### src/verilog/asr_pkg.sv
// Notes on behaviour
// - Oversample line at sixteen; shift once per bit.
// - Baud rate from divisor; high-speed select divides less.
// - Asynchronous only with sync clear, port enabled.
// - Nine-bit characters when ninth-bit enable set.
// - Accept characters only while continuous receive set.
// - Flag on completion; request needs receive enable.
// - Status shows ninth bit, framing, overrun.
// - Data register read returns low eight bits.
// - Clearing continuous receive clears latched errors.
// - Forward only with global and peripheral enables.
// - Address filter applies when address detect and ninth-bit enable set.
// - Detect cleared: every character loads and flags, unless the flag is still pending (overrun).
// - Priority bit routes request high or low.
package asr_pkg;
    localparam int ADDR_W = 8;

    // Byte offsets of the register words.
    localparam logic [7:0] OFS_INT_CONTROL = 8'h00;
    localparam logic [7:0] OFS_PERIPH_FLAGS1 = 8'h04;
    localparam logic [7:0] OFS_PERIPH_EN1 = 8'h08;
    localparam logic [7:0] OFS_PERIPH_PRIO1 = 8'h0C;
    localparam logic [7:0] OFS_RX_STATUS = 8'h10;
    localparam logic [7:0] OFS_RX_DATA = 8'h14;
    localparam logic [7:0] OFS_TX_DATA = 8'h18;
    localparam logic [7:0] OFS_TX_STATUS = 8'h1C;
    localparam logic [7:0] OFS_BAUD_DIV = 8'h20;

    // Field positions.
    localparam int GLOBAL_IE_BIT = 7;
    localparam int PERIPH_IE_BIT = 6;
    localparam int RX_FLAG_BIT = 5;
    localparam int RX_IE_BIT = 5;
    localparam int RX_PRIO_BIT = 5;
    localparam int PORT_EN_BIT = 7;
    localparam int NINTH_EN_BIT = 6;
    localparam int CONT_RX_BIT = 4;
    localparam int ADDR_DET_BIT = 3;
    localparam int FRAME_ERR_BIT = 2;
    localparam int OVERRUN_BIT = 1;
    localparam int NINTH_DATA_BIT = 0;
    localparam int SYNC_MODE_BIT = 4;
    localparam int HI_SPEED_BIT = 2;
    localparam int SHIFT_EMPTY_BIT = 1;

    // Writable bits and values after reset.
    localparam logic [7:0] INT_CTL_WR_MASK = 8'hC0;
    localparam logic [7:0] RX_CTL_WR_MASK = 8'hF8;
    localparam logic [7:0] TX_CTL_WR_MASK = 8'hF5;
    localparam logic [7:0] REG_RST = 8'h00;
    localparam logic [7:0] TX_STATUS_RST = 8'h02;
    localparam logic LINE_IDLE = 1'b1;

    // Oversampling points and character lengths, in ticks and bits.
    localparam logic [3:0] SUB_LAST = 4'hF;
    localparam logic [3:0] SAMPLE_A = 4'h7;
    localparam logic [3:0] SAMPLE_B = 4'h8;
    localparam logic [3:0] SAMPLE_C = 4'h9;
    localparam logic [3:0] BITS8_LAST = 4'h7;
    localparam logic [3:0] BITS9_LAST = 4'h8;
    localparam logic [1:0] LOW_SPEED_PRE_LAST = 2'h3;

    localparam logic [1:0] RESP_OKAY = 2'b00;
    localparam logic [1:0] RESP_SLVERR = 2'b10;

    typedef enum logic [1:0] {RX_IDLE, RX_START, RX_DATA, RX_STOP} asr_rx_state_e;
    typedef enum logic [3:0] {
        RG_INT_CTL, RG_PFLAG1, RG_PEN1, RG_PPRI1, RG_RX_STAT,
        RG_RX_DATA, RG_TX_DATA, RG_TX_STAT, RG_BAUD, RG_NONE
    } asr_reg_e;
endpackage

### src/verilog/asr_sync.sv
// Two-stage synchroniser for the asynchronous receive pin.
module asr_sync
    import asr_pkg::*;
(
    input wire logic aclk,
    input wire logic aresetn,
    input wire logic ce,
    input wire logic din,
    output logic dout
);
    typedef struct packed {
        logic s1;
        logic s2;
    } asr_sync_s;

    asr_sync_s st, n;

    // Only the second stage is ever read downstream.
    always_comb begin
        n = st;
        n.s1 = din;
        n.s2 = st.s1;
    end

    always_ff @(posedge aclk) begin
        if (!aresetn) begin
            st <= {LINE_IDLE, LINE_IDLE};
        end else if (ce) begin
            st <= n;
        end
    end

    assign dout = st.s2;
endmodule

### src/verilog/asr_baud.sv
// Sixteen-times oversampling tick generator driven by the baud divisor.
module asr_baud
    import asr_pkg::*;
(
    input wire logic aclk,
    input wire logic aresetn,
    input wire logic ce,
    input wire logic enable,
    input wire logic [7:0] divisor,
    input wire logic high_speed,
    output logic tick
);
    typedef struct packed {
        logic [7:0] cnt;
        logic [1:0] pre;
        logic tick;
    } asr_baud_s;

    asr_baud_s st, n;

    // One tick every divisor+1 clocks, or four times that at low speed.
    always_comb begin
        n = st;
        n.tick = 1'b0;
        if (!enable) begin
            n.cnt = divisor;
            n.pre = 2'h0;
        end else if (st.cnt == 8'h00) begin
            n.cnt = divisor;
            if (high_speed || st.pre == LOW_SPEED_PRE_LAST) begin
                n.pre = 2'h0;
                n.tick = 1'b1;
            end else begin
                n.pre = st.pre + 2'h1;
            end
        end else begin
            n.cnt = st.cnt - 8'h01;
        end
    end

    always_ff @(posedge aclk) begin
        if (!aresetn) begin
            st <= '0;
        end else if (ce) begin
            st <= n;
        end
    end

    assign tick = st.tick;
endmodule

### src/verilog/asr_top.sv
// Asynchronous serial receiver with an AXI4-Lite register slave.
//
// The placing of the registers and the AXI4-Lite slave port were left to the implementer.
module asr_top
    import asr_pkg::*;
(
    input wire logic aclk,
    input wire logic aresetn,
    input wire logic ce,
    input wire logic rx_pin,
    input wire logic [ADDR_W-1:0] awaddr,
    input wire logic awvalid,
    output logic awready,
    input wire logic [31:0] wdata,
    input wire logic [3:0] wstrb,
    input wire logic wvalid,
    output logic wready,
    output logic [1:0] bresp,
    output logic bvalid,
    input wire logic bready,
    input wire logic [ADDR_W-1:0] araddr,
    input wire logic arvalid,
    output logic arready,
    output logic [31:0] rdata,
    output logic [1:0] rresp,
    output logic rvalid,
    input wire logic rready,
    output logic irq_high,
    output logic irq_low
);
    typedef struct packed {
        logic awready;
        logic wready;
        logic bvalid;
        logic [1:0] bresp;
        logic arready;
        logic rvalid;
        logic [31:0] rdata;
        logic [1:0] rresp;
        logic aw_got;
        asr_reg_e aw_idx;
        logic w_got;
        logic [7:0] wbyte;
        logic wlane0;
        logic [7:0] int_ctl;
        logic [7:0] pen1;
        logic [7:0] ppri1;
        logic [7:0] rx_ctl;
        logic [7:0] tx_ctl;
        logic [7:0] tx_data;
        logic [7:0] baud;
        logic rx_flag;
        logic frame_err;
        logic overrun;
        logic ninth;
        logic [7:0] rx_data;
        asr_rx_state_e state;
        logic [3:0] sub;
        logic [3:0] bitcnt;
        logic [2:0] votes;
        logic [8:0] shift;
        logic irq_high;
        logic irq_low;
    } asr_top_s;

    asr_top_s st, n;
    logic rx_s;
    logic tick;
    logic rx_en;
    logic rd_rx;
    logic done;
    logic filtered;
    logic stop_bit;

    // Word-aligned address to register index; anything else is unmapped.
    function automatic asr_reg_e reg_dec(input logic [ADDR_W-1:0] a);
        case (a)
            OFS_INT_CONTROL: reg_dec = RG_INT_CTL;
            OFS_PERIPH_FLAGS1: reg_dec = RG_PFLAG1;
            OFS_PERIPH_EN1: reg_dec = RG_PEN1;
            OFS_PERIPH_PRIO1: reg_dec = RG_PPRI1;
            OFS_RX_STATUS: reg_dec = RG_RX_STAT;
            OFS_RX_DATA: reg_dec = RG_RX_DATA;
            OFS_TX_DATA: reg_dec = RG_TX_DATA;
            OFS_TX_STATUS: reg_dec = RG_TX_STAT;
            OFS_BAUD_DIV: reg_dec = RG_BAUD;
            default: reg_dec = RG_NONE;
        endcase
    endfunction

    // Majority of three mid-bit samples rejects single-tick glitches.
    function automatic logic maj3(input logic [2:0] v);
        maj3 = (v[0] & v[1]) | (v[0] & v[2]) | (v[1] & v[2]);
    endfunction

    asr_sync asr_sync_inst (
        .aclk(aclk),
        .aresetn(aresetn),
        .ce(ce),
        .din(rx_pin),
        .dout(rx_s)
    );

    // The divider only runs while the port is in asynchronous receive.
    asr_baud asr_baud_inst (
        .aclk(aclk),
        .aresetn(aresetn),
        .ce(ce),
        .enable(rx_en),
        .divisor(st.baud),
        .high_speed(st.tx_ctl[HI_SPEED_BIT]),
        .tick(tick)
    );

    // A pending overrun halts reception until software drops continuous receive.
    assign rx_en = st.rx_ctl[PORT_EN_BIT] & ~st.tx_ctl[SYNC_MODE_BIT] & st.rx_ctl[CONT_RX_BIT]
                   & ~st.overrun;

    always_comb begin
        asr_reg_e ridx;
        logic [7:0] rbyte;
        n = st;
        ridx = RG_NONE;
        rbyte = 8'h00;
        rd_rx = 1'b0;
        done = 1'b0;
        filtered = 1'b0;
        stop_bit = 1'b1;

        // Write address and data are taken independently, in either order.
        if (st.awready && awvalid) begin
            n.aw_got = 1'b1;
            n.aw_idx = reg_dec(awaddr);
        end
        if (st.wready && wvalid) begin
            n.w_got = 1'b1;
            n.wbyte = wdata[7:0];
            n.wlane0 = wstrb[0];
        end
        if (st.bvalid && bready) begin
            n.bvalid = 1'b0;
        end
        if (n.aw_got && n.w_got && !n.bvalid) begin
            n.aw_got = 1'b0;
            n.w_got = 1'b0;
            n.bvalid = 1'b1;
            n.bresp = (n.aw_idx == RG_NONE) ? RESP_SLVERR : RESP_OKAY;
            if (n.wlane0) begin
                case (n.aw_idx)
                    RG_INT_CTL: n.int_ctl = n.wbyte & INT_CTL_WR_MASK;
                    RG_PEN1: n.pen1 = n.wbyte;
                    RG_PPRI1: n.ppri1 = n.wbyte;
                    RG_RX_STAT: n.rx_ctl = n.wbyte & RX_CTL_WR_MASK;
                    RG_TX_DATA: n.tx_data = n.wbyte;
                    RG_TX_STAT: n.tx_ctl = n.wbyte & TX_CTL_WR_MASK;
                    RG_BAUD: n.baud = n.wbyte;
                    default: ;
                endcase
            end
        end
        n.awready = !n.aw_got && !n.bvalid;
        n.wready = !n.w_got && !n.bvalid;

        // Read channel; the data register read frees the receive buffer.
        if (st.rvalid && rready) begin
            n.rvalid = 1'b0;
        end
        if (st.arready && arvalid) begin
            ridx = reg_dec(araddr);
            case (ridx)
                RG_INT_CTL: rbyte = st.int_ctl;
                RG_PFLAG1: rbyte[RX_FLAG_BIT] = st.rx_flag;
                RG_PEN1: rbyte = st.pen1;
                RG_PPRI1: rbyte = st.ppri1;
                RG_RX_STAT: begin
                    rbyte = st.rx_ctl;
                    rbyte[FRAME_ERR_BIT] = st.frame_err;
                    rbyte[OVERRUN_BIT] = st.overrun;
                    rbyte[NINTH_DATA_BIT] = st.ninth;
                end
                RG_RX_DATA: rbyte = st.rx_data;
                RG_TX_STAT: begin
                    rbyte = st.tx_ctl;
                    rbyte[SHIFT_EMPTY_BIT] = 1'b1;
                end
                default: rbyte = 8'h00;
            endcase
            n.rvalid = 1'b1;
            n.rdata = {24'h00_0000, rbyte};
            n.rresp = (ridx == RG_NONE) ? RESP_SLVERR : RESP_OKAY;
            rd_rx = (ridx == RG_RX_DATA);
        end
        n.arready = !n.rvalid;
        if (rd_rx) begin
            n.rx_flag = 1'b0;
        end

        // Receive state machine, advanced by the sixteen-times tick.
        if (!rx_en) begin
            n.state = RX_IDLE;
            n.sub = 4'h0;
        end else if (tick) begin
            n.sub = st.sub + 4'h1;
            if (st.sub == SAMPLE_A || st.sub == SAMPLE_B || st.sub == SAMPLE_C) begin
                n.votes = {st.votes[1:0], rx_s};
            end
            case (st.state)
                RX_IDLE: begin
                    n.sub = 4'h0;
                    if (!rx_s) begin
                        n.state = RX_START;
                    end
                end
                RX_START: begin
                    if (st.sub == SUB_LAST) begin
                        if (maj3(st.votes)) begin
                            n.state = RX_IDLE;
                        end else begin
                            n.state = RX_DATA;
                            n.bitcnt = 4'h0;
                        end
                    end
                end
                RX_DATA: begin
                    if (st.sub == SUB_LAST) begin
                        n.shift = {maj3(st.votes), st.shift[8:1]};
                        n.bitcnt = st.bitcnt + 4'h1;
                        if (st.bitcnt == (st.rx_ctl[NINTH_EN_BIT] ? BITS9_LAST : BITS8_LAST)) begin
                            n.state = RX_STOP;
                        end
                    end
                end
                RX_STOP: begin
                    // Finishing at mid stop bit leaves room to catch the next start edge.
                    if (st.sub == SAMPLE_C) begin
                        stop_bit = maj3(n.votes);
                        done = 1'b1;
                        n.state = RX_IDLE;
                        n.sub = 4'h0;
                    end
                end
                default: n.state = RX_IDLE;
            endcase
        end

        // Character completion: filter, overrun check, then load the buffer.
        if (done) begin
            filtered = st.rx_ctl[ADDR_DET_BIT] && st.rx_ctl[NINTH_EN_BIT] && !st.shift[8];
            if (filtered) begin
                n.rx_flag = n.rx_flag;
            end else if (st.rx_flag && !rd_rx) begin
                n.overrun = 1'b1;
            end else begin
                n.rx_data = st.rx_ctl[NINTH_EN_BIT] ? st.shift[7:0] : st.shift[8:1];
                n.ninth = st.rx_ctl[NINTH_EN_BIT] & st.shift[8];
                n.frame_err = ~stop_bit;
                n.rx_flag = 1'b1;
            end
        end

        // Dropping continuous receive clears latched errors at once.
        if (!n.rx_ctl[CONT_RX_BIT]) begin
            n.frame_err = 1'b0;
            n.overrun = 1'b0;
        end

        // Request needs flag, enable, both global gates; priority picks the line.
        n.irq_high = n.int_ctl[GLOBAL_IE_BIT] & n.int_ctl[PERIPH_IE_BIT] & n.rx_flag
                     & n.pen1[RX_IE_BIT] & n.ppri1[RX_PRIO_BIT];
        n.irq_low = n.int_ctl[GLOBAL_IE_BIT] & n.int_ctl[PERIPH_IE_BIT] & n.rx_flag
                    & n.pen1[RX_IE_BIT] & ~n.ppri1[RX_PRIO_BIT];
    end

    // Reset puts the bus channels ready and every register at its reset value.
    always_ff @(posedge aclk) begin
        if (!aresetn) begin
            st <= '0;
            st.awready <= 1'b1;
            st.wready <= 1'b1;
            st.arready <= 1'b1;
            st.tx_ctl <= TX_STATUS_RST;
            st.aw_idx <= RG_NONE;
        end else if (ce) begin
            st <= n;
        end
    end

    assign awready = st.awready;
    assign wready = st.wready;
    assign bvalid = st.bvalid;
    assign bresp = st.bresp;
    assign arready = st.arready;
    assign rvalid = st.rvalid;
    assign rdata = st.rdata;
    assign rresp = st.rresp;
    assign irq_high = st.irq_high;
    assign irq_low = st.irq_low;
endmodule

### config.mk
export PLATFORM = sky130hd
export DESIGN_NAME = asr_top
export DESIGN_NICKNAME = d
export VERILOG_FILES = /design/src/verilog/asr_pkg.sv /design/src/verilog/asr_sync.sv /design/src/verilog/asr_baud.sv /design/src/verilog/asr_top.sv
export SDC_FILE = /design/constraint.sdc
export NUM_CORES = 1
export LEC_CHECK = 0
export BUFFER_PORTS_ARGS = -buffer_cell sky130_fd_sc_hd__buf_2
export CORE_MARGIN = 5
export CORE_UTILIZATION = 56
export CTS_BUF_LIST = sky130_fd_sc_hd__clkbuf_8 sky130_fd_sc_hd__clkbuf_16
export DETAILED_ROUTE_END_ITERATION = 12
export PLACE_DENSITY_LB_ADDON = 0.15
export SYNTH_ARGS = -nofsm -noshare
export SYNTH_HDL_FRONTEND = slang
export SYNTH_SLANG_ARGS = --single-unit
### constraint.sdc
create_clock -name aclk -period 2.8 [get_ports aclk]
set_input_delay 0 -clock aclk [delete_from_list [all_inputs] [get_ports aclk]]
set_output_delay 0 -clock aclk [all_outputs]
set_load 0.02 [all_outputs]
==> reports/summary.txt <==
OUTCOME
----------------------------------------------------------------------------------------
Result of the run ......................................................... complete, no violations

CRITICAL PATH
----------------------------------------------------------------------------------------
Crit path buf inv count ...................................................            0
Arrival @ worst endpoint ..................................................      2810 ps
Required time of the critical path ........................................      3210 ps
Startpoint type of the worst setup path ...................................     register
Worst setup path class .................................................... register to register
Flop2flop setup slack .....................................................       400 ps
Highest net fanout along the worst path ...................................            9
Cell at the slowest stage of the critical path ............................        or4_4
Family of cells with the greatest summed delay on the critical path ....... simple AND/OR/NAND/NOR gates
Chain of cells forming the critical path .................................. and2_0, o21bai_4, or4_4, nor3_4, mux2i_1, nor2_1
Kind of capture point of the worst setup path .............................     register
Largest stage delay, worst path ...........................................       530 ps

SYNTH
----------------------------------------------------------------------------------------
Fraction of post-synthesis cell area in the top cell type by area .........        39.2%
Average cell area after synthesis .........................................     8.53 um2
Prevailing post-synth register cell .......................................      dfxtp_1
Most area-hungry cell type in the Yosys netlist ...........................      dfxtp_1
Number of distinct library cells after synthesis ..........................           72
Post-synth EDFFs ..........................................................            0
Post-synthesis sequential element count ...................................          116
Mapped Area ...............................................................     5930 um2
Cell count after synthesis ................................................          695
Fraction of the yosys area taken by sequential cells ......................        39.2%
Synthesis Warnings ........................................................            0
Synth top cells by count .................................................. nor2_1, dfxtp_1, mux2i_1
Cell types occupying the most area after synthesis ........................ dfxtp_1, mux2i_1, nor2_1
Most frequent cell after synthesis ........................................       nor2_1
Proportion of synthesized flip-flops having asynchronous set or reset .....           0%

PWR
----------------------------------------------------------------------------------------
Maximum vdd ir drop .......................................................       432 uV
PwrDens ...................................................................   592 nW/um2
Power Total ...............................................................      4.14 mW
Leakage component of the power ............................................      2.98 nW

STA
----------------------------------------------------------------------------------------
Max-slew violation count ..................................................            0
Final number of setup-violating endpoints .................................            0
Fin crit period ...........................................................      2400 ps
Hold violation total from the final report ................................            0
Measured slew at the worst slew-check pin .................................       712 ps
Unrepaired setup endpoints after global routing ...........................        false
Highest Clock Rate ........................................................      417 MHz
Clock Skew ................................................................      8.03 ps
Final TNS setup ...........................................................         0 ps
Remaining max-slew budget at the tightest pin .............................        52.5%
Portion of the clock cycle consumed by the worst path in the final layout .        85.7%

LAYOUT
----------------------------------------------------------------------------------------
Share of layout cells above drive strength 1 ..............................        15.0%
Total Nets Final ..........................................................          832
Synthesis-to-finish area growth ...........................................        17.8%
Diode insertion count for antenna repair ..................................            0

CTS
----------------------------------------------------------------------------------------
Reg clk slew, reported paths ..............................................        60 ps
Maximum root-to-sink buffer count .........................................            2
Hold bufs inserted after CTS ..............................................           29
TritonCTS Buffers .........................................................           17
Sinks on Clock Net ........................................................          116
CTS-repair resized insts ..................................................            0
Clock latency at the later pin of the worst-skew pair .....................       530 ps
Post-CTS Repair Setup Buffers .............................................            0
Clock tree from TritonCTS .................................................         done
CTS root buffer ...........................................................     clkbuf_8
Number of levels in the clock H-tree ......................................            4

DETAILED ROUTING
----------------------------------------------------------------------------------------
Count of antenna-violating nets left after detailed routing ...............            0
Wire length per cell after detailed routing ...............................      16.0 um
Via-per-instance ratio ....................................................         5.67
First-pass detailed-route iteration total .................................            5
DRT Wirelength ............................................................     14500 um
Detailed Route Iter0 Violations ...........................................          459
Post-detailed-route DRC marker count ......................................            0
Number of vias after detailed routing .....................................         5152

GLOBAL ROUTE
----------------------------------------------------------------------------------------
First-pass GRT wire length ................................................     23500 um
Total overflow reported by the global router ..............................            0
Total global-route track usage ............................................        22.7%
Largest net degree at the start of global routing .........................           65
Number of antenna violations at the first check in global routing .........            0
Number of global-route vias before repair .................................         4943

DIE
----------------------------------------------------------------------------------------
Die height ................................................................       113 um
Floorplan row count .......................................................           37
Die Outline Area ..........................................................    12700 um2
X dimension of the die ....................................................       113 um
Starting utilization of the core area .....................................        57.4%
Core Region ...............................................................    10300 um2
Top-Level Pins ............................................................          104

HOLD PATH
----------------------------------------------------------------------------------------
Class of the worst hold path .............................................. input port to register

PLACE
----------------------------------------------------------------------------------------
IO buf count ..............................................................           50
Routability-driven placement congestion ratio .............................        0.876
Detailed-placement wirelength estimate ....................................      9960 um

RUN
----------------------------------------------------------------------------------------
Number of max-capacitance violations reported .............................            0

-- sequential cells by signal, summed over array words and instances, names as in the netlist --
name                count
asr_sync_inst.n         1
rresp                   1
rvalid                  1
bresp                   1
bvalid                  1
rdata                   8
st                     86
asr_baud_inst.tick      1
arready                 1
irq_high                1
asr_sync_inst.dout      1
awready                 1
asr_baud_inst.st       10
irq_low                 1
wready                  1
-- worst paths after layout --
path | start | to | cells past startpoint
max reg2reg | awready | st[80] | 6
min | wdata[6] | st[66] | 4
max | awready | st[80] | 6
min reg2reg | st[69] | st[69] | 2
-- per-stage QoR --
step / hold slack (ps) / cells / cell area, um2 / util [%] / setup slack, ps
floorplan: 128 / 720 / 6020 / - / 436
global placement: 224 / 848 / 6120 / 59.3 / 379
detailed placement: 231 / 848 / 6120 / 59.3 / 306
CTS: 35.4 / 908 / 6990 / 67.7 / 439
global route: 56.6 / 908 / 6990 / 67.7 / 263
finish: 31.5 / 908 / 6990 / 67.7 / 399
-- report_power, final --
part	leakage (nW)	switching, mW	internal [mW]
Sequential	0.939	0.0181	1.68
Combinational	1.74	0.209	0.114
Clock	0.298	0.740	1.38
Total	2.98	0.967	3.17
-- cell type report --
type / count / area (um2)
flip-flops and latches: 116 / 2320
repair buffers: 90 / 636
well taps: 136 / 170
multi-input cells: 519 / 3220
clock buffers: 19 / 442
clock inverters: 12 / 138
inverters: 16 / 60.1
fillers: 854 / 3330
-- layout by cell type (no fill, tap or decap), types with 3 or more instances in the layout --
master	n
a21oi_1	33
nor4_1	4
nor2_1	131
and3_1	3
conb_1	26
o21ai_0	32
dfxtp_1	116
buf_2	50
nand4_1	6
inv_1	15
a22o_1	4
and2_1	4
nor3_1	14
o22ai_1	5
a211oi_1	11
clkbuf_16	16
or3_1	4
bufinv_16	3
a31oi_1	8
dlygate4sd3_1	29
buf_4	10
clkinv_2	7
clkbuf_8	3
mux2_2	9
nand3b_1	7
nand3_1	21
ha_1	11
nand2b_1	3
nor2b_1	7
mux2i_1	73
a22oi_1	11
nand2_1	40
-- cell families after synthesis --
logic type,after synthesis,share of synthesized area [%]
buffers and inverters,85,8.21
and+or+nand+nor,263,20.8
adders and majority gates,13,2.66
muxes,82,14.0
DFF,116,39.2
AOI/OAI and AO/OA,135,15.0
other,1,0.0632
-- metal layers --
layer	wire, um	up-vias	track usage [%]
met5	0	-	0
met4	219	0	7.69
met3	832	21	5.78
met2	7240	160	39.3
met1	6220	2433	27.5
li1	-	2538	-
-- worst register-to-register path: stages, from the launching register on --
cell and delay [ps]:
dfxtp_1 490, and2_0 330, o21bai_4 130, or4_4 530, nor3_4 470, mux2i_1 260, nor2_1 60
Power figures use the tool's default switching activity.
